## src/rtl/vmsad_pkg.sv

```systemverilog
package vmsad_pkg;

   // =====================================================================
   // Address modifier codes
   localparam logic [5:0] AM_A24_SUP_BLT  = 6'h3F;
   localparam logic [5:0] AM_A24_SUP_DATA = 6'h3D;
   localparam logic [5:0] AM_A24_SUP_MBLT = 6'h3C;
   localparam logic [5:0] AM_A24_USR_BLT  = 6'h3B;
   localparam logic [5:0] AM_A24_USR_DATA = 6'h39;
   localparam logic [5:0] AM_A24_USR_MBLT = 6'h38;
   localparam logic [5:0] AM_CR_CSR       = 6'h2F;
   localparam logic [5:0] AM_A32_SUP_BLT  = 6'h0F;
   localparam logic [5:0] AM_A32_SUP_DATA = 6'h0D;
   localparam logic [5:0] AM_A32_SUP_MBLT = 6'h0C;
   localparam logic [5:0] AM_A32_USR_BLT  = 6'h0B;
   localparam logic [5:0] AM_A32_USR_DATA = 6'h09;
   localparam logic [5:0] AM_A32_USR_MBLT = 6'h08;

   // =====================================================================
   // Address map inside the board window
   localparam logic [15:0] BUF_LAST_OFS   = 16'h07FC;  // Buffer 0x0000..0x07FC
   localparam logic [7:0]  MCST_RST_VAL   = 8'hAA;
   localparam logic [7:0]  ADER_RST_VAL   = 8'h00;
   localparam int          SEL_BIT        = 4;
   localparam logic [2:0]  IRQ_LVL_OFF    = 3'h0;
   localparam logic [1:0]  IND_HOLD_CYC   = 2'h3;

   // =====================================================================
   // Cycle classes
   typedef enum logic [2:0] {
      VMSAD_CYC_NONE = 3'b000,
      VMSAD_CYC_REG  = 3'b001,
      VMSAD_CYC_BUF  = 3'b010,
      VMSAD_CYC_CSR  = 3'b011,
      VMSAD_CYC_MCST = 3'b100,
      VMSAD_CYC_CBLT = 3'b101
   } vmsad_cyc_t;

endpackage : vmsad_pkg

```

## src/rtl/vmsad_sync.sv

```systemverilog
`timescale 1ns/10ps
`default_nettype none
module vmsad_sync #(
   parameter int W = 1
) (
   // Clock and reset
   input  wire logic         i_clk_sys,
   input  wire logic         i_resetn,
   // Data
   input  wire logic [W-1:0] i_async,
   output logic      [W-1:0] o_sync
);
   logic [W-1:0] meta_q;
   logic [W-1:0] sync_q;

   always_ff @(posedge i_clk_sys or negedge i_resetn) begin
      if (!i_resetn) begin
         meta_q <= '0;
         sync_q <= '0;
      end else begin
         meta_q <= i_async;
         sync_q <= meta_q;
      end
   end

   assign o_sync = sync_q;
endmodule : vmsad_sync
`default_nettype wire

```

## src/rtl/vmsad_top.sv

```systemverilog
`timescale 1ns/10ps
`default_nettype none
// Operation
// - Accept A24 single, block and 64-bit block cycles, supervisory and user.
// - Accept A32 single, block and 64-bit block cycles, supervisory and user.
// - Base anywhere on 64 KB boundary; only upper address bits compared.
// - Selection bit 4 clear after reset: base from rotary switches.
// - Selection bit 4 set: base from programmable base registers.
// - Upper base register gives A31..A24, lower gives A23..A16.
// - Four rotary digits form the switch base address.
// - Board answers on own base and shared multicast/chain address.
// - A24, A32, geographic CR/CSR and multicast addressing supported.
// - Registers take 16-bit access, 32-bit where register allows.
// - Buffer readable by D32, BLT32, MBLT64, chained 32-bit block transfers.
// - Release-on-access interrupter requests on any of seven levels.
// - Access indicator pulses on every completed access, from acknowledge.
// - Multicast and chained cycles are A32 only with four modifier codes.
// - Registers take single cycles, multicast writes also block cycles, chained reads block cycles only; 64-bit block mode only for the buffer.
// - Interrupt acknowledge returns 8-bit status/ID on low data lines.
// - Request withdrawn when buffer read drops event count below trigger.
module vmsad_top
   import vmsad_pkg::*;
#(
   parameter int EVW = 6
) (
   // Clock and reset
   input  wire logic                 i_clk_sys,
   input  wire logic                 i_resetn,
   // VME address phase (asynchronous bus)
   input  wire logic                 i_as_n,
   input  wire logic [5:0]           i_am,
   input  wire logic [31:1]          i_addr,
   input  wire logic                 i_lword_n,
   input  wire logic                 i_ds0_n,
   input  wire logic                 i_ds1_n,
   input  wire logic                 i_write_n,
   input  wire logic                 i_iack_n,
   input  wire logic                 i_iackin_n,
   input  wire logic [4:0]           i_geo_addr,
   input  wire logic [15:0]          i_rotary,
   // Configuration from the board's register block
   input  wire logic                 i_base_sel,
   input  wire logic [7:0]           i_ader_high,
   input  wire logic [7:0]           i_ader_low,
   input  wire logic [7:0]           i_mcst_addr,
   input  wire logic [1:0]           i_chain_pos,
   input  wire logic [2:0]           i_irq_level,
   input  wire logic [7:0]           i_irq_vector,
   input  wire logic [EVW-1:0]       i_event_trig,
   input  wire logic [EVW-1:0]       i_event_count,
   input  wire logic                 i_access_done,
   // Decode results
   output logic                      o_sel,
   output vmsad_pkg::vmsad_cyc_t     o_cyc,
   output logic                      o_wide,
   output logic                      o_block,
   output logic                      o_mblt,
   output logic [15:0]               o_offset,
   // Interrupter
   output logic [7:1]                o_irq_n,
   output logic                      o_iack_sel,
   output logic [7:0]                o_iack_data,
   // Acknowledge and indicator
   output logic                      o_access_indicator_n,
   output logic                      o_access_indicator
);
   // =====================================================================
   // Input synchronisers
   logic [5:0]  am_s;
   logic [31:1] addr_s;
   logic        as_n_s, ds0_n_s, ds1_n_s, ds_n_s, write_n_s;
   logic        iack_n_s, iackin_n_s, lword_n_s;
   logic [15:0] rot_s;
   logic [4:0]  geo_s;
   // Each strobe synchronised alone; gating raw pins first could glitch
   vmsad_sync #(.W(44)) u_sync_bus (
      .i_clk_sys (i_clk_sys),
      .i_resetn  (i_resetn),
      .i_async   ({i_am, i_addr, i_as_n, i_ds0_n, i_ds1_n, i_write_n, i_iack_n,
                   i_iackin_n, i_lword_n}),
      .o_sync    ({am_s, addr_s, as_n_s, ds0_n_s, ds1_n_s, write_n_s, iack_n_s,
                   iackin_n_s, lword_n_s})
   );
   assign ds_n_s = ds0_n_s & ds1_n_s;
   vmsad_sync #(.W(21)) u_sync_cfg (
      .i_clk_sys (i_clk_sys),
      .i_resetn  (i_resetn),
      .i_async   ({i_rotary, i_geo_addr}),
      .o_sync    ({rot_s, geo_s})
   );

   // =====================================================================
   // Address phase decode
   logic        as_prev_q, as_fall;
   logic        is_a24, is_a32, is_csr, is_blk, is_mblt, is_mcst_am;
   logic [7:0]  base_hi, base_lo;
   logic        hit_a24, hit_a32, hit_mcst, hit_csr;
   vmsad_cyc_t  cyc_d;
   assign as_fall = as_prev_q & ~as_n_s;
   always_comb begin
      {is_a24, is_a32, is_csr, is_blk, is_mblt} = 5'h00;
      unique case (am_s)
         AM_A24_SUP_BLT, AM_A24_USR_BLT:   {is_a24, is_blk}  = 2'h3;
         AM_A24_SUP_DATA, AM_A24_USR_DATA: is_a24            = 1'b1;
         AM_A24_SUP_MBLT, AM_A24_USR_MBLT: {is_a24, is_mblt} = 2'h3;
         AM_A32_SUP_BLT, AM_A32_USR_BLT:   {is_a32, is_blk}  = 2'h3;
         AM_A32_SUP_DATA, AM_A32_USR_DATA: is_a32            = 1'b1;
         AM_A32_SUP_MBLT, AM_A32_USR_MBLT: {is_a32, is_mblt} = 2'h3;
         AM_CR_CSR:                        is_csr            = 1'b1;
         default: ;
      endcase
   end
   // Chained/multicast: A32 block or single only, no 64-bit block codes
   assign is_mcst_am = is_a32 & ~is_mblt;
   // Base source chosen per address phase; a switch flip mid-cycle cannot tear
   assign base_hi = i_base_sel ? i_ader_high : rot_s[15:8];
   assign base_lo = i_base_sel ? i_ader_low  : rot_s[7:0];
   // Only A31..A16 compared, so base sits on 64 KB boundaries
   assign hit_a24  = is_a24 & (addr_s[23:16] == base_lo);
   assign hit_a32  = is_a32 & (addr_s[31:24] == base_hi)
                     & (addr_s[23:16] == base_lo);
   assign hit_mcst = is_mcst_am & (addr_s[31:24] == i_mcst_addr)
                     & (i_chain_pos != 2'b00) & ~iackin_n_s;
   assign hit_csr  = is_csr & (addr_s[23:19] == geo_s);
   always_comb begin
      cyc_d = VMSAD_CYC_NONE;
      if (!iack_n_s) begin
         cyc_d = VMSAD_CYC_NONE;
      end else if (hit_a24 || hit_a32) begin
         cyc_d = (addr_s[15:1] <= BUF_LAST_OFS[15:1]) ? VMSAD_CYC_BUF
                                                        : VMSAD_CYC_REG;
      end else if (hit_mcst) begin
         cyc_d = write_n_s ? VMSAD_CYC_CBLT : VMSAD_CYC_MCST;
      end else if (hit_csr) begin
         cyc_d = VMSAD_CYC_CSR;
      end
   end

   // =====================================================================
   // Cycle state
   logic        sel_d, sel_q, wide_d, wide_q, block_d, block_q, mblt_d, mblt_q;
   logic [15:0] ofs_d, ofs_q;
   vmsad_cyc_t  cyc_n, cyc_q;
   always_comb begin
      sel_d   = sel_q;
      cyc_n   = cyc_q;
      wide_d  = wide_q;
      block_d = block_q;
      mblt_d  = mblt_q;
      ofs_d   = ofs_q;
      if (as_n_s) begin
         sel_d = 1'b0;
         cyc_n = VMSAD_CYC_NONE;
      end else if (as_fall) begin
         cyc_n = cyc_d;
         // Block and 64-bit block modes not for registers, and chained reads need block mode, else the cycle is ignored
         if (cyc_d == VMSAD_CYC_REG && (is_blk || is_mblt)) begin
            cyc_n = VMSAD_CYC_NONE;
         end
         if ((cyc_d == VMSAD_CYC_CBLT) && !(is_blk)) begin
            cyc_n = VMSAD_CYC_NONE;
         end
         sel_d   = (cyc_n != VMSAD_CYC_NONE);
         wide_d  = ~lword_n_s | is_mblt;
         block_d = is_blk | is_mblt;
         mblt_d  = is_mblt;
         ofs_d   = {addr_s[15:1], 1'b0};
      end
   end
   always_ff @(posedge i_clk_sys or negedge i_resetn) begin
      if (!i_resetn) begin
         as_prev_q <= 1'b1;
         sel_q     <= 1'b0;
         cyc_q     <= VMSAD_CYC_NONE;
         wide_q    <= 1'b0;
         block_q   <= 1'b0;
         mblt_q    <= 1'b0;
         ofs_q     <= 16'h0000;
      end else begin
         as_prev_q <= as_n_s;
         sel_q     <= sel_d;
         cyc_q     <= cyc_n;
         wide_q    <= wide_d;
         block_q   <= block_d;
         mblt_q    <= mblt_d;
         ofs_q     <= ofs_d;
      end
   end
   assign o_sel    = sel_q;
   assign o_cyc    = cyc_q;
   assign o_wide   = wide_q;
   assign o_block  = block_q;
   assign o_mblt   = mblt_q;
   assign o_offset = ofs_q;

   // =====================================================================
   // Release-on-access interrupter
   logic [7:1] irq_n_d, irq_n_q;
   logic       irq_on, iack_sel_d, iack_sel_q;
   logic [7:0] iack_data_d, iack_data_q;
   // Level 0 or trigger 0 disables; drops once reads bring count below trigger
   assign irq_on = (i_irq_level != IRQ_LVL_OFF) && (i_event_trig != '0)
                   && (i_event_count >= i_event_trig);

   always_comb begin
      irq_n_d = '1;
      if (irq_on) begin
         irq_n_d[i_irq_level] = 1'b0;
      end
      iack_sel_d  = iack_sel_q;
      iack_data_d = iack_data_q;
      if (as_n_s) begin
         iack_sel_d = 1'b0;
      end else if (as_fall && !iack_n_s) begin
         // Responds to acknowledge of its own level with daisy token held
         iack_sel_d  = irq_on && (addr_s[3:1] == i_irq_level) && !iackin_n_s;
         iack_data_d = i_irq_vector;
      end
   end

   always_ff @(posedge i_clk_sys or negedge i_resetn) begin
      if (!i_resetn) begin
         irq_n_q     <= '1;
         iack_sel_q  <= 1'b0;
         iack_data_q <= 8'h00;
      end else begin
         irq_n_q     <= irq_n_d;
         iack_sel_q  <= iack_sel_d;
         iack_data_q <= iack_data_d;
      end
   end

   assign o_irq_n     = irq_n_q;
   assign o_iack_sel  = iack_sel_q;
   assign o_iack_data = iack_data_q;

   // =====================================================================
   // Acknowledge and access indicator
   logic       access_indicator_n_d, access_indicator_n_q;
   logic       ind_d, ind_q;
   logic [1:0] ind_cnt_d, ind_cnt_q;
   always_comb begin
      access_indicator_n_d = access_indicator_n_q;
      if (as_n_s || ds_n_s) begin
         access_indicator_n_d = 1'b1;
      end else if ((sel_q || iack_sel_q) && i_access_done) begin
         access_indicator_n_d = 1'b0;
      end
      // Stretched a few cycles so the lamp driver sees even short cycles
      ind_cnt_d = ind_cnt_q;
      if (access_indicator_n_q && !access_indicator_n_d) begin
         ind_cnt_d = IND_HOLD_CYC;
      end else if (ind_cnt_q != 2'h0) begin
         ind_cnt_d = ind_cnt_q - 2'h1;
      end
      ind_d = (ind_cnt_d != 2'h0);
   end

   always_ff @(posedge i_clk_sys or negedge i_resetn) begin
      if (!i_resetn) begin
         access_indicator_n_q <= 1'b1;
         ind_cnt_q <= 2'h0;
         ind_q     <= 1'b0;
      end else begin
         access_indicator_n_q <= access_indicator_n_d;
         ind_cnt_q <= ind_cnt_d;
         ind_q     <= ind_d;
      end
   end

   assign o_access_indicator_n          = access_indicator_n_q;
   assign o_access_indicator = ind_q;
endmodule : vmsad_top
`default_nettype wire

```

## config.mk

```make
export PLATFORM = sky130hd
export DESIGN_NAME = vmsad_top
export DESIGN_NICKNAME = d
export VERILOG_FILES = /design/src/rtl/vmsad_pkg.sv /design/src/rtl/vmsad_sync.sv /design/src/rtl/vmsad_top.sv
export SDC_FILE = /design/constraint.sdc
export NUM_CORES = 1
export LEC_CHECK = 0
export ABC_AREA = 0
export BUFFER_PORTS_ARGS = -buffer_cell sky130_fd_sc_hd__buf_2
export CORE_ASPECT_RATIO = 1.5
export CORE_MARGIN = 2
export CORE_UTILIZATION = 30
export DETAILED_ROUTE_END_ITERATION = 16
export GPL_ROUTABILITY_DRIVEN = 0
export HOLD_SLACK_MARGIN = 0.15
export SLEW_MARGIN = 25
export SYNTH_ARGS = -nofsm -noshare
export SYNTH_HDL_FRONTEND = slang
export SYNTH_HIERARCHICAL = 1
export SYNTH_SLANG_ARGS = --single-unit
```

## constraint.sdc

```tcl
create_clock -name i_clk_sys -period 2.2 [get_ports i_clk_sys]
set_input_delay 0.44 -clock i_clk_sys [delete_from_list [all_inputs] [get_ports i_clk_sys]]
set_output_delay 0.44 -clock i_clk_sys [all_outputs]
set_load 0.005 [all_outputs]
```

* Word level (Yosys, flattened, before mapping)
Cells that the tools add are included.
Widths: inputs -> output; s select.
** Cells by class
- Bitwise gates (word level) :: 17
- Equal/unequal tests :: 20
- $add $sub $neg :: 1
- Reductions and logical operators :: 32
- Muxes and demuxes :: 30
- Order comparisons :: 4
** Operators with widths (number)
- $eq 6x6->1 const B :: 7
- $eq 6x4->1 const B :: 6
- $mux 3 :: 9
- $eq 8x8->1 :: 3
- $mux 8 :: 2
- $le 15x10->1 const B :: 1
- $mux 1 :: 13
- $reduce_or 6->1 :: 2
- $and 1x1->1 :: 10
- $logic_and 1x1->1 :: 10
- $reduce_bool 2->1 :: 5
- $mux 2 :: 4
- $reduce_or 4->1 :: 2
- $mux 7 :: 1
- $not 7->7 :: 1
- $ge 6x6->1 :: 1
- $reduce_bool 3->1 :: 2
- $reduce_bool 6->1 :: 1
- $eq 5x5->1 :: 1
- $logic_not 1->1 :: 4
- $logic_or 1x1->1 :: 4
- $lt 3x4->1 const B :: 1
- $not 1->1 :: 4
- $reduce_and 2->1 :: 2
- other kinds (7) :: 8
** Storage, ports and cells
- Input bits :: 118
- Output and inout port bits :: 41
- Word-level logic and storage cells :: 121
- Bits in registers :: 173

* Depth between registers and ports, before layout
Gate-level depths: netlist of the first run.
- Depth after elaboration :: 20
- Gate-level depth with buffers :: 9
- Gate-level depth less buffers :: 9

* Cells and area by module
The synthesis of the first run kept the hierarchy.
** By module, submodules not included
- vmsad_top :: area each 2662.6 um2, instances 1, cells each 282
- vmsad_sync (u_sync_bus) :: area each 2202.1 um2, instances 1, cells each 88
- vmsad_sync (u_sync_cfg) :: area each 1051.0 um2, instances 1, cells each 42

* Worst setup path before layout of the first run
OpenSTA, ideal clock, no wires.
- Path kind :: input port to flip-flop
- Start :: input i_base_sel
- End :: register cyc_q[0] (netlist: o_cyc[0])
- Arrival time :: 2.051 ns
- Required time :: 2.081 ns
- Library setup time :: 0.119 ns
- Stages on the path :: 8
- Setup slack :: 0.030 ns
- Path through :: buf_6 mux2i_1 xor2_1 or2b_2 o31a_1 o2111ai_4 mux2i_1 o21ai_2
** On the way
- Word-level cells in the longest chain between the ends :: 15
- Elaborated cells on any way between the ends :: 20
** RTL lines
- from (decl) :: RTL line vmsad_top.sv:42 : input wire logic i_base_sel,
- $mux 8 :: RTL line vmsad_top.sv:116 : assign base_hi = i_base_sel ? i_ader_high : rot_s[15:8];
- $eq 8x8->1 :: RTL line vmsad_top.sv:120 : assign hit_a32 = is_a32 & (addr_s[31:24] == base_hi)
- $and 1x1->1 :: RTL line vmsad_top.sv:120
- $and 1x1->1 :: RTL line vmsad_top.sv:121 : & (addr_s[23:16] == base_lo);
- $logic_or 1x1->1 * :: RTL line vmsad_top.sv:129 : end else if (hit_a24 || hit_a32) begin
- $mux 3 * :: RTL line vmsad_top.sv:129
- $mux 3 * :: RTL line vmsad_top.sv:127 : if (!iack_n_s) begin
- $eq 3x1->1 :: RTL line vmsad_top.sv:157 : if (cyc_d == VMSAD_CYC_REG && (is_blk || is_mblt)) begin
- $logic_and 1x1->1 :: RTL line vmsad_top.sv:157
- $mux 3 :: RTL line vmsad_top.sv:157
- $mux 3 * :: RTL line vmsad_top.sv:160 : if ((cyc_d == VMSAD_CYC_CBLT) && !(is_blk)) begin
- $mux 3 * :: RTL line vmsad_top.sv:154 : end else if (as_fall) begin
- $mux 3 * :: RTL line vmsad_top.sv:151 : if (as_n_s) begin
- $mux 3 * :: RTL line vmsad_top.sv:154
- $mux 3 * :: RTL line vmsad_top.sv:151
- to (signal assigned) :: RTL line vmsad_top.sv:182 : cyc_q <= cyc_n;
- to (decl) :: RTL line vmsad_top.sv:143 : vmsad_cyc_t cyc_n, cyc_q;
Mark *: on every way between the ends. The rest lies on a longest branch, timed or not. The select of a mux whose other input is x is not followed.
A chain may end at the register's enable or synchronous reset.

* Final worst setup path of the first run
- Start :: register u_sync_bus.sync_q[38] (netlist: u_sync_bus/o_sync[38])
- End :: register cyc_q[0] (netlist: o_cyc[0])
** On the way
- Word-level cells in the longest chain between the ends :: 19
- Elaborated cells on any way between the ends :: 48
** RTL lines
- from (decl) :: RTL line vmsad_sync.sv:14 : logic [W-1:0] sync_q;
- from (signal assigned) :: RTL line vmsad_sync.sv:22 : sync_q <= meta_q;
- $eq 6x4->1 / $eq 6x6->1 (equally long branches) :: RTL line vmsad_top.sv:102 : unique case (am_s)
- $reduce_or 4->1 (no line)
- $mux 1 :: RTL line vmsad_top.sv:102
- $not 1->1 :: RTL line vmsad_top.sv:114 : assign is_mcst_am = is_a32 & ~is_mblt;
- $and 1x1->1 :: RTL line vmsad_top.sv:114
- $and 1x1->1 :: RTL line vmsad_top.sv:122 : assign hit_mcst = is_mcst_am & (addr_s[31:24] == i_mcst_addr)
- $and 1x1->1 (2 in a row) :: RTL line vmsad_top.sv:123 : & (i_chain_pos != 2'b00) & ~iackin_n_s;
- $mux 3 :: RTL line vmsad_top.sv:132 : end else if (hit_mcst) begin
- [2 not listed]
- $eq 3x1->1 :: RTL line vmsad_top.sv:157
- $logic_and 1x1->1 :: RTL line vmsad_top.sv:157
- $mux 3 :: RTL line vmsad_top.sv:157
- $mux 3 * :: RTL line vmsad_top.sv:160
- $mux 3 * :: RTL line vmsad_top.sv:154
- $mux 3 * :: RTL line vmsad_top.sv:151
- $mux 3 * :: RTL line vmsad_top.sv:154
- $mux 3 * :: RTL line vmsad_top.sv:151
Marks and branches as above.

==> metrics.log, run 1 <==
[metrics] status: finished clean
[metrics] power density over cell area: just over 800 mW/mm²
[metrics] setup bufs post-CTS: 0
[metrics] I/O pin cnt: around 160
[metrics] detailed-router iteration count before antenna repair: 6
[metrics] headroom to the max-slew limit: slightly above 60%
[metrics] origin of the worst setup path: u_sync_bus/o_sync[38]
[metrics] sequential share of power: 50.8%
[metrics] Leak: ~0.0040 µW
[metrics] portion of the clock cycle consumed by the worst path in the final layout: a little over nine tenths
[metrics] full die area: between 0.02 and 0.025 mm²
[metrics] count of fill cells added during filler insertion: ~1800
[metrics] number of nets in the layout: around 800
[metrics] average footprint of a synthesized cell: approximately 14 µm²
[metrics] hold_sp: i_irq_level[0]
[metrics] Most used DFF post-synth: sky130_fd_sc_hd__dfrtp_1
[metrics] DR vias/cell: between 4 and 5
[metrics] design internal power: between 5000 and 6000 µW
[metrics] cell count after synthesis: around 410
[metrics] number of max-cap violations: 0
[metrics] type of origin of the critical path: flop
[metrics] fraction of final layout cells with drive strength greater than 1: 34.0%
[metrics] first-pass GRT wire length: 21300 µm
[metrics] overflow left after global routing: 0
[metrics] CTS clk-pin slew, worst paths: approximately 0.07 ns
[metrics] WL final: approximately 13000 µm
[metrics] category of cells accounting for the largest share of critical-path delay: simple AND/OR/NAND/NOR gates
[metrics] shortest period the worst path allows: 2.08 ns
[metrics] vias in the first global route: approximately 4500
[metrics] Crit Path Class: flop to flop
[metrics] Net Sw Power: ~1600 µW
[metrics] CTS tree: done
[metrics] area of the multi-input gates: between 0.001 and 0.0015 mm²
[metrics] hpwl dp: around 9600 µm
[metrics] number of enable-type register cells in the synthesized netlist: 0
[metrics] Switching Fraction: approximately a quarter
[metrics] critical path capture point type: flop
[metrics] remaining routing DRC violations: 0
[metrics] Post-Synthesis Cell Area: just under 0.006 mm²
[metrics] slowest cell on the critical path: sky130_fd_sc_hd__dfrtp_1
[metrics] Power Total: roughly 7000 µW
[metrics] worst endpoint data arrival time: 2.39 ns
[metrics] effective utilization at floorplan: between 30% and 40%
[metrics] max-slew violation count: 0
[metrics] portion of the post-synthesis area used by sequential elements: between 70% and 80%
[metrics] maximum number of pins on one net before global-route repair: roughly 50
[metrics] r2r startpoint: u_sync_bus/o_sync[38]
[metrics] CTS resizes: 0
[metrics] TritonCTS sink count: about 170
[metrics] Total Neg Setup Slack: 0 ns
[metrics] depth of the CTS H-tree: 4
[metrics] clock latency on the worst-skew pair: approximately 0.42 ns
[metrics] final worst hold slack: about 0.24 ns
[metrics] class of the most critical hold timing path: input port to flop
[metrics] Post-Layout Inst Area: ~0.0083 mm²
[metrics] critical path data required time: around 2.5 ns
[metrics] y dimension of the die: between 150 and 200 µm
[metrics] cell-by-cell listing of the critical path: nand2b_1 > nand3_1 > or2b_2 > o31a_1 > o2111ai_4 > mux2i_1 > o21ai_2
[metrics] Clock Tree Buf Depth: 2
[metrics] CTS root buf: sky130_fd_sc_hd__clkbuf_16
[metrics] final core utilization: a little over two fifths
[metrics] number of placement rows: 62
[metrics] Clock Skews: about 0.0091 ns
[metrics] highest fanout seen on the critical path: 5
[metrics] RSZ-0062 raised after global routing: false
[metrics] iteration-0 DRC count of the detailed router: about 160
[metrics] Final Hold Fails: 0
[metrics] Seq cells post-synth: 173
[metrics] number of different library cells in the post-synthesis netlist: 49
[metrics] Horiz. Die Dim: 119 µm
[metrics] worst supply voltage drop on vdd: about 530 µV
[metrics] total number of vias: just under 4000
[metrics] number of diodes: 0
[metrics] Clock Power Share: between 30% and 40%
[metrics] transition time at the pin with the least slew margin: roughly 0.59 ns
[metrics] P&R area growth vs syn: 40.8%
[metrics] total placed instance area: just over 0.007 mm²
[metrics] async set-or-reset flop fraction in the synthesized netlist: 100%
[metrics] combined global-route utilization of all metal layers: around an eighth
[metrics] total nets after synthesis: ~540
[metrics] CP Buf/Inv Count: 0
[metrics] highest clock frequency the design can meet: between 400 and 500 MHz
[metrics] final count of negative-setup-slack endpoints: 0
[metrics] antenna violations before repair: 0
[metrics] combinational share of power: a little under a tenth
[metrics] count of antenna-violating nets left after detailed routing: 0
[metrics] number of port buffers: 157
[metrics] placeable core region: slightly below 0.02 mm²
[metrics] Routed WL per cell: around 14 µm
[metrics] sequential cell area: 0.00434 mm²
[metrics] synthesis warning total: 6
[metrics] CTS buffer count: 17
[metrics] Largest stage delay, worst path: 0.41 ns
worst paths after layout:
kind / endpoint / slack, ns / cells after the start
min in group asynchronous: u_sync_bus/meta_q[35] / 0.50 / 2
worst max-delay path: o_cyc[0] / 0.12 / 7
worst max register to register: o_cyc[0] / 0.12 / 7
max in group asynchronous: as_prev_q / 1.07 / 3
worst min-delay path: o_irq_n[1] / 0.24 / 2
worst min register to register: u_sync_bus/o_sync[33] / 0.34 / 0
what timing repair did:
action / in CTS / in global routing
hold buffers: 66 / 0
hold endpoints to repair: 106 / 0
setup endpoints to repair: 0 / 0
sequential cells by signal, summed over array words and instances (netlist names), 2 cells and up:
register	count
ind_cnt_q	2
o_irq_n	7
u_sync_bus/o_sync	44
u_sync_cfg/meta_q	21
o_offset	15
u_sync_cfg/o_sync	21
u_sync_bus/meta_q	44
o_cyc	3
o_iack_data	8
metal layers:
metal | part of all wire (%) | vias up | routed length [µm] | track usage, %
met1 | 38 | 1935 | 5040 | 14.3
li1 | - | 1883 | - | -
met3 | 4.1 | 22 | 540 | 2.94
met4 | 2.4 | 0 | 322 | 6.50
met5 | 0 | - | 0 | 0
met2 | 55 | 125 | 7310 | 24.7
metrics by stage:
stage	worst slack, ns	instances
2_1_floorplan	0.0302	412
3_3_place_gp	-0.124	833
3_5_place_dp	-0.231	833
4_1_cts	0.135	930
5_1_grt	0.0161	930
6_report	0.123	930
cells by family (layout without fill, tap and decap cells):
| family | after synthesis | in the layout | share of synthesized area, % |
|---|---|---|---|
| adders and majority gates | 6 | 6 | 1.27 |
| other | 1 | 1 | 0.0634 |
| xor gates and xnor gates | 32 | 32 | 4.74 |
| and+or+nand+nor | 125 | 125 | 10.7 |
| DFF | 173 | 173 | 73.4 |
| AOI/OAI and AO/OA | 28 | 28 | 3.62 |
| buffers and inverters | 22 | 284 | 1.86 |
| muxes | 25 | 25 | 4.40 |
area by class of cell:
| cell class | count | share of cell area [%] |
|---|---|---|
| multi-input cells | 217 | 17.6 |
| inverters | 14 | 0.631 |
| clock buffers | 19 | 5.44 |
| well taps | 256 | 3.84 |
| repair buffers | 239 | 19.3 |
| flip-flops and latches | 173 | 52.1 |
| clock inverters | 12 | 1.07 |
power by group through the flow:
stage	sequential (µW)	combinational, µW	clock [µW]
after floorplan	3520	235	0
after CTS	3480	657	2810
after global routing	3500	722	2930
after global placement	3520	546	0
after detailed placement	3530	564	0
final	3470	644	2720
placed cells by master (no fill, tap or decap), types with 3 or more instances in the layout:
cell	instances
sky130_fd_sc_hd__ha_1	6
sky130_fd_sc_hd__dfrtp_1	164
sky130_fd_sc_hd__a31oi_1	3
sky130_fd_sc_hd__inv_1	14
sky130_fd_sc_hd__nand3_1	5
sky130_fd_sc_hd__buf_4	13
sky130_fd_sc_hd__clkbuf_16	17
sky130_fd_sc_hd__buf_12	3
sky130_fd_sc_hd__clkinv_2	3
sky130_fd_sc_hd__dlygate4sd3_1	66
sky130_fd_sc_hd__inv_6	4
sky130_fd_sc_hd__xor2_1	16
sky130_fd_sc_hd__o21ai_0	7
sky130_fd_sc_hd__dfstp_2	9
sky130_fd_sc_hd__nor2_1	16
sky130_fd_sc_hd__nand2_1	57
sky130_fd_sc_hd__nand4b_1	3
sky130_fd_sc_hd__nand2b_1	4
sky130_fd_sc_hd__nand4_1	17
sky130_fd_sc_hd__clkinvlp_4	4
sky130_fd_sc_hd__buf_2	156
sky130_fd_sc_hd__nor4_1	4
sky130_fd_sc_hd__xnor2_1	16
sky130_fd_sc_hd__nor3_1	6
sky130_fd_sc_hd__mux2_2	8
sky130_fd_sc_hd__mux2i_1	17
cells in the mapped netlist (all sizes together), types with 2 or more instances:
| master | number | share of area (%) |
|---|---|---|
| nand4 | 17 | 1.8 |
| clkbuf | 5 | 0.32 |
| dfstp | 9 | 4.0 |
| nor3b | 2 | 0.25 |
| nor3 | 6 | 0.51 |
| xnor2 | 16 | 2.4 |
| nor2 | 16 | 1.0 |
| o21ai | 9 | 0.82 |
| nand3 | 5 | 0.42 |
| nand4b | 3 | 0.44 |
| buf | 3 | 0.66 |
| o2111ai | 2 | 0.59 |
| nand2 | 58 | 3.7 |
| mux2 | 8 | 1.5 |
| a21o | 2 | 0.25 |
| a31oi | 3 | 0.32 |
| xor2 | 16 | 2.4 |
| nand3b | 2 | 0.25 |
| dfrtp | 164 | 69 |
| o211ai | 2 | 0.25 |
| a21boi | 2 | 0.25 |
| nand2b | 4 | 0.42 |
| inv | 14 | 0.89 |
| nor4 | 6 | 1.1 |
| mux2i | 17 | 2.9 |
| ha | 6 | 1.3 |
(Power assumes the default switching activity.)
==> run 2: changes to the inputs <==
--- a/config.mk
+++ b/config.mk
@@ -6,13 +6,14 @@
 export NUM_CORES = 1
 export LEC_CHECK = 0
 export ABC_AREA = 0
-export BUFFER_PORTS_ARGS = -buffer_cell sky130_fd_sc_hd__buf_2
+export BUFFER_PORTS_ARGS = -buffer_cell sky130_fd_sc_hd__clkbuf_2
 export CORE_ASPECT_RATIO = 1.5
 export CORE_MARGIN = 2
-export CORE_UTILIZATION = 30
+export CORE_UTILIZATION = 49
 export DETAILED_ROUTE_END_ITERATION = 16
 export GPL_ROUTABILITY_DRIVEN = 0
 export HOLD_SLACK_MARGIN = 0.15
+export PLACE_DENSITY = 0.75
 export SLEW_MARGIN = 25
 export SYNTH_ARGS = -nofsm -noshare
 export SYNTH_HDL_FRONTEND = slang
==> metrics.log, run 2 (synthesis gave the netlist of run 1 again) <==
[metrics] status: finished clean
[metrics] depth of the CTS H-tree: 4
[metrics] setup bufs post-CTS: 0
[metrics] fraction of final layout cells with drive strength greater than 1: ~34%
[metrics] WL final: approximately 13000 µm
[metrics] effective utilization at floorplan: between 40% and 50%
[metrics] number of port buffers: roughly 160
[metrics] number of placement rows: 49
[metrics] Clock Tree Buf Depth: 2
[metrics] critical path capture point type: flop
[metrics] final count of negative-setup-slack endpoints: 0
[metrics] sequential cell area: ~0.0043 mm²
[metrics] portion of the clock cycle consumed by the worst path in the final layout: a little over nine tenths
[metrics] first-pass GRT wire length: 20400 µm
[metrics] total number of vias: around 4100
[metrics] combined global-route utilization of all metal layers: 20.6%
[metrics] highest fanout seen on the critical path: 5
[metrics] Post-Layout Inst Area: between 0.008 and 0.009 mm²
[metrics] maximum number of pins on one net before global-route repair: 65
[metrics] Crit Path Class: flop to flop
[metrics] RSZ-0062 raised after global routing: false
[metrics] CTS clk-pin slew, worst paths: about 0.07 ns
[metrics] CTS root buf: sky130_fd_sc_hd__clkbuf_16
[metrics] final worst hold slack: about 0.26 ns
[metrics] worst endpoint data arrival time: approximately 2.4 ns
[metrics] full die area: 0.0130 mm²
[metrics] critical path data required time: approximately 2.5 ns
[metrics] count of fill cells added during filler insertion: about 840
[metrics] class of the most critical hold timing path: input port to flop
[metrics] slack of the worst reg-to-reg path: 0.11 ns
[metrics] max-slew violation count: 0
[metrics] final core utilization: 69.3%
[metrics] vias in the first global route: around 4500
[metrics] most frequent standard cell in the layout excluding fill and tap cells: sky130_fd_sc_hd__dfrtp_1
[metrics] slowest cell on the critical path: sky130_fd_sc_hd__dfrtp_1
[metrics] y dimension of the die: 139 µm
[metrics] Horiz. Die Dim: approximately 94 µm
[metrics] TritonCTS sink count: about 170
[metrics] hold_sp: i_irq_vector[6]
[metrics] number of max-cap violations: 0
[metrics] detailed-router iteration count before antenna repair: 4
[metrics] CTS buffer count: 17
[metrics] power density over cell area: ~840 mW/mm²
[metrics] count of antenna-violating nets left after detailed routing: 0
[metrics] transition time at the pin with the least slew margin: between 0.6 and 0.7 ns
[metrics] P&R area growth vs syn: 39.4%
[metrics] clock latency on the worst-skew pair: between 0.4 and 0.5 ns
[metrics] total placed instance area: between 0.007 and 0.008 mm²
[metrics] iteration-0 DRC count of the detailed router: 110
[metrics] highest clock frequency the design can meet: ~480 MHz
[metrics] CP Buf/Inv Count: 0
[metrics] hpwl dp: around 8600 µm
[metrics] r2r startpoint: u_sync_bus/o_sync[38]
[metrics] worst supply voltage drop on vdd: a little over 700 µV
[metrics] cell-by-cell listing of the critical path: nand2b_1 > nand3_2 > or2b_2 > o31a_1 > o2111ai_4 > mux2i_1 > o21ai_2
[metrics] category of cells accounting for the largest share of critical-path delay: simple AND/OR/NAND/NOR gates
[metrics] number of diodes: 0
[metrics] headroom to the max-slew limit: between 50% and 60%
[metrics] type of origin of the critical path: flop
[metrics] number of nets in the layout: approximately 790
[metrics] area of the multi-input gates: 0.00147 mm²
[metrics] Inst Count DP: 730
[metrics] Clock Skews: between 0.015 and 0.02 ns
[metrics] CTS tree: done
[metrics] placeable core region: about 0.012 mm²
[metrics] Largest stage delay, worst path: 0.41 ns
[metrics] commonest non-fill, non-tap cells in the layout: sky130_fd_sc_hd__dfrtp_1 (164), sky130_fd_sc_hd__clkbuf_2 (156), sky130_fd_sc_hd__dlygate4sd3_1 (66)
[metrics] DR vias/cell: 4.91
[metrics] I/O pin cnt: ~160
[metrics] final cell count without fillers: about 830
[metrics] origin of the worst setup path: u_sync_bus/o_sync[38]
[metrics] antenna violations before repair: 0
[metrics] Total Neg Setup Slack: 0 ns
[metrics] Routed WL per cell: between 15 and 20 µm
[metrics] overflow left after global routing: 0
[metrics] Leak: 0.00403 µW
[metrics] shortest period the worst path allows: 2.09 ns
[metrics] Final Hold Fails: 0
[metrics] remaining routing DRC violations: 0
## run 2: final cells by class
| type | instances | area share, % |
|---|---|---|
| clock buffers | 17 | 5.16 |
| clock inverters | 14 | 1.76 |
| inverters | 14 | 0.637 |
| multi-input cells | 217 | 17.8 |
| flip-flops and latches | 173 | 52.6 |
| well taps | 153 | 2.32 |
| repair buffers | 239 | 19.7 |
## run 2: stage by stage
stage | setup WS (ns) | power, µW
final | 0.112 | 6960
after global routing | 0.0445 | 7270
after CTS | 0.0689 | 7030
after detailed placement | -0.189 | 4090
after global placement | -0.107 | 4060
after floorplan | 0.0302 | 3750
## run 2: path summary, 6_finish.rpt
path | depth (start not counted) | end
setup / recovery | 7 | o_cyc[0]
hold / removal | 2 | o_iack_data[6]
setup reg to reg | 7 | o_cyc[0]
hold reg to reg | 0 | u_sync_bus/o_sync[20]
max in group asynchronous | 3 | o_irq_n[4]
min in group asynchronous | 2 | o_offset[7]
## run 2: report_power, final
part           internal [µW]  switching (µW)
logic                    344             302
clock network           1510            1330
registers               3380            99.5
## run 2: repair_timing
action | in CTS | in global routing
endpoints found under the setup margin | 0 | 2
hold buffers | 66 | 0
resized for setup | 0 | 1
hold endpoints to repair | 122 | 0
## run 2: routing by layer
layer  global-route usage (%)  vias up  part of all wire [%]
met4                     11.5        0                   4.3
met1                     21.6     1986                    36
met5                        0        -                     0
li1                         -     1897                     -
met2                     37.4      141                    56
met3                     4.46       36                   3.9
==> run 3: changes to the inputs <==
--- a/config.mk
+++ b/config.mk
@@ -9,11 +9,11 @@
 export BUFFER_PORTS_ARGS = -buffer_cell sky130_fd_sc_hd__clkbuf_2
 export CORE_ASPECT_RATIO = 1.5
 export CORE_MARGIN = 2
-export CORE_UTILIZATION = 49
+export CORE_UTILIZATION = 52
 export DETAILED_ROUTE_END_ITERATION = 16
 export GPL_ROUTABILITY_DRIVEN = 0
 export HOLD_SLACK_MARGIN = 0.15
-export PLACE_DENSITY = 0.75
+export PLACE_DENSITY = 0.79
 export SLEW_MARGIN = 25
 export SYNTH_ARGS = -nofsm -noshare
 export SYNTH_HDL_FRONTEND = slang
==> metrics.log, run 3 (synthesis gave the netlist of run 1 again) <==
[metrics] highest clock frequency the design can meet: around 490 MHz
[metrics] GR Util met3: 4.52%
[metrics] number of port buffers: approximately 160
[metrics] CTS root buf: sky130_fd_sc_hd__clkbuf_16
[metrics] iteration-0 DRC count of the detailed router: 149
[metrics] number of max-cap violations: 0
[metrics] TritonCTS sink count: 173
[metrics] Routed WL per cell: around 15 µm
[metrics] shortest period the worst path allows: ~2.0 ns
[metrics] full die area: 0.0123 mm²
[metrics] minimum setup slack in the final design: roughly 0.15 ns
[metrics] critical register-to-register path endpoint: o_cyc[0]
[metrics] CTS buffer count: 17
[metrics] Post-Layout Inst Area: between 0.008 and 0.009 mm²
[metrics] clock latency on the worst-skew pair: between 0.4 and 0.5 ns
[metrics] most crowded layer after global routing: met2
[metrics] type of origin of the critical path: flop
[metrics] Crit Path Class: flop to flop
[metrics] vias in the first global route: about 4200
[metrics] Inst Count DP: 719
[metrics] final core utilization: 74.2%
[metrics] highest fanout seen on the critical path: 5
[metrics] maximum number of pins on one net before global-route repair: 58
[metrics] Hold Crit Depth: 2
[metrics] count of antenna-violating nets left after detailed routing: 0
[metrics] max-slew violation count: 0
[metrics] worst supply voltage drop on vdd: between 700 and 800 µV
[metrics] fraction of final layout cells with drive strength greater than 1: 33.6%
[metrics] most frequent standard cell in the layout excluding fill and tap cells: sky130_fd_sc_hd__dfrtp_1
[metrics] met2 global-route usage: between 30% and 40%
[metrics] met1 capacity usage during global routing: between 20% and 30%
[metrics] worst slack after detailed placement: -0.223 ns
[metrics] remaining routing DRC violations: 0
[metrics] critical path data required time: ~2.5 ns
[metrics] class of the most critical hold timing path: input port to flop
[metrics] CTS clk-pin slew, worst paths: ~0.070 ns
[metrics] commonest non-fill, non-tap cells in the layout: sky130_fd_sc_hd__dfrtp_1 (164), sky130_fd_sc_hd__clkbuf_2 (156), sky130_fd_sc_hd__dlygate4sd3_1 (66)
[metrics] hpwl dp: 8330 µm
[metrics] antenna violations before repair: 1
[metrics] total number of vias: just under 4000
[metrics] hold_sp: i_irq_vector[0]
[metrics] detailed-router iteration count before antenna repair: 4
[metrics] final cell count without fillers: 818
[metrics] P&R area growth vs syn: 38.6%
[metrics] depth of the most critical reg-to-reg path: 7
[metrics] final count of negative-setup-slack endpoints: 0
[metrics] total placed instance area: 0.00695 mm²
[metrics] setup bufs post-CTS: 0
[metrics] first-pass GRT wire length: 19400 µm
[metrics] transition time at the pin with the least slew margin: 0.558 ns
[metrics] power density over cell area: roughly 850 mW/mm²
[metrics] depth of the CTS H-tree: 4
[metrics] portion of the clock cycle consumed by the worst path in the final layout: roughly 93%
[metrics] combined global-route utilization of all metal layers: 20.7%
[metrics] WHS Endpoint: o_iack_data[0]
[metrics] placeable core region: 0.0111 mm²
[metrics] I/O pin cnt: between 150 and 200
[metrics] y dimension of the die: roughly 130 µm
[metrics] CTS tree: done
[metrics] status: finished clean
[metrics] Horiz. Die Dim: 91.1 µm
[metrics] headroom to the max-slew limit: between 60% and 70%
[metrics] r2r startpoint: u_sync_bus/o_sync[38]
[metrics] DR vias/cell: around 4.8
[metrics] WL final: 12100 µm
[metrics] number of placement rows: 47
[metrics] Clock Tree Buf Depth: 2
[metrics] number of nets in the layout: between 700 and 800
[metrics] overflow left after global routing: 0
[metrics] count of fill cells added during filler insertion: 740
[metrics] effective utilization at floorplan: a little over half
[metrics] Final Hold Fails: 0
[metrics] worst endpoint data arrival time: 2.35 ns
[metrics] slack of the worst reg-to-reg path: around 0.15 ns
[metrics] critical path capture point type: flop
[metrics] Leak: 0.00399 µW
[metrics] Clock Skews: around 0.020 ns
## run 3: cell types whose count changed in the layout (fill, tap and decap cells not counted)
cell / before / now
sky130_fd_sc_hd__clkbuf_1: 0 / 1
sky130_fd_sc_hd__inv_8: 6 / 4
sky130_fd_sc_hd__clkinv_8: 1 / 0
sky130_fd_sc_hd__diode_2: 0 / 1
sky130_fd_sc_hd__buf_4: 12 / 8
sky130_fd_sc_hd__clkinvlp_4: 0 / 4
sky130_fd_sc_hd__clkinv_4: 5 / 1
sky130_fd_sc_hd__buf_12: 4 / 3
sky130_fd_sc_hd__inv_6: 2 / 4
sky130_fd_sc_hd__bufinv_16: 0 / 1
## run 3: area by class of cell
class	count	area, µm²	area share [%]
clock inverter	14	149	1.82
inverter	14	52.6	0.641
multi-input combinational	217	1470	17.9
antenna	1	2.50	0.0305
clock buffer	18	429	5.23
tap	147	184	2.24
sequential	173	4340	52.9
timing repair buffer	234	1570	19.2
## run 3: layer usage
metal  vias to the layer above  routed length (µm)  part of all wire [%]
met5                         -                   0                     0
met4                         0                 309                   2.6
met1                      1900                4510                    37
met3                        21                 486                   4.0
li1                       1884                   -                     -
met2                       133                6770                    56
## run 3: how the worst max path moves through the flow
stage,from,end,slack (ns),cells after the start
6_report,u_sync_bus/o_sync[38],o_cyc[0],0.15,7
4_1_cts,u_sync_bus/o_sync[38],o_cyc[0],0.11,7
5_1_grt,u_sync_bus/o_sync[38],o_cyc[0],-0.002,7
3_3_place_gp,i_base_sel,o_cyc[0],-0.09,9
3_5_place_dp,i_base_sel,o_cyc[0],-0.22,9
2_1_floorplan,i_base_sel,o_cyc[0],0.03,8
## run 3: where the power goes
group | total, µW | switching, µW | internal (µW)
clock | 2860 | 1260 | 1600
sequential | 3470 | 95.7 | 3380
combinational | 635 | 298 | 337
total | 6970 | 1650 | 5320
## run 3: stage by stage
stage                     TNS [ns]  hold WS [ns]  total power, µW
after global routing      -0.00156         0.242             7280
after floorplan                  0         0.144             3750
final                            0         0.255             6970
after detailed placement    -0.594         0.335             4080
after global placement      -0.176         0.333             4040
after CTS                        0         0.244             7040
## run 3: critical path: stages, from the launching register on
cell and delay, ns:
sky130_fd_sc_hd__dfrtp_1 0.41, sky130_fd_sc_hd__nand2b_1 0.19, sky130_fd_sc_hd__nand3_2 0.15, sky130_fd_sc_hd__or2b_2 0.31
sky130_fd_sc_hd__o31a_1 0.34, sky130_fd_sc_hd__o2111ai_4 0.23, sky130_fd_sc_hd__mux2i_1 0.24, sky130_fd_sc_hd__o21ai_2 0.07
## run 3: timing repair
action / in CTS / in global routing
gates resized for setup: 0 / 1
setup endpoints to repair: 0 / 2
hold buffers: 66 / 0
hold endpoints to repair: 108 / 0
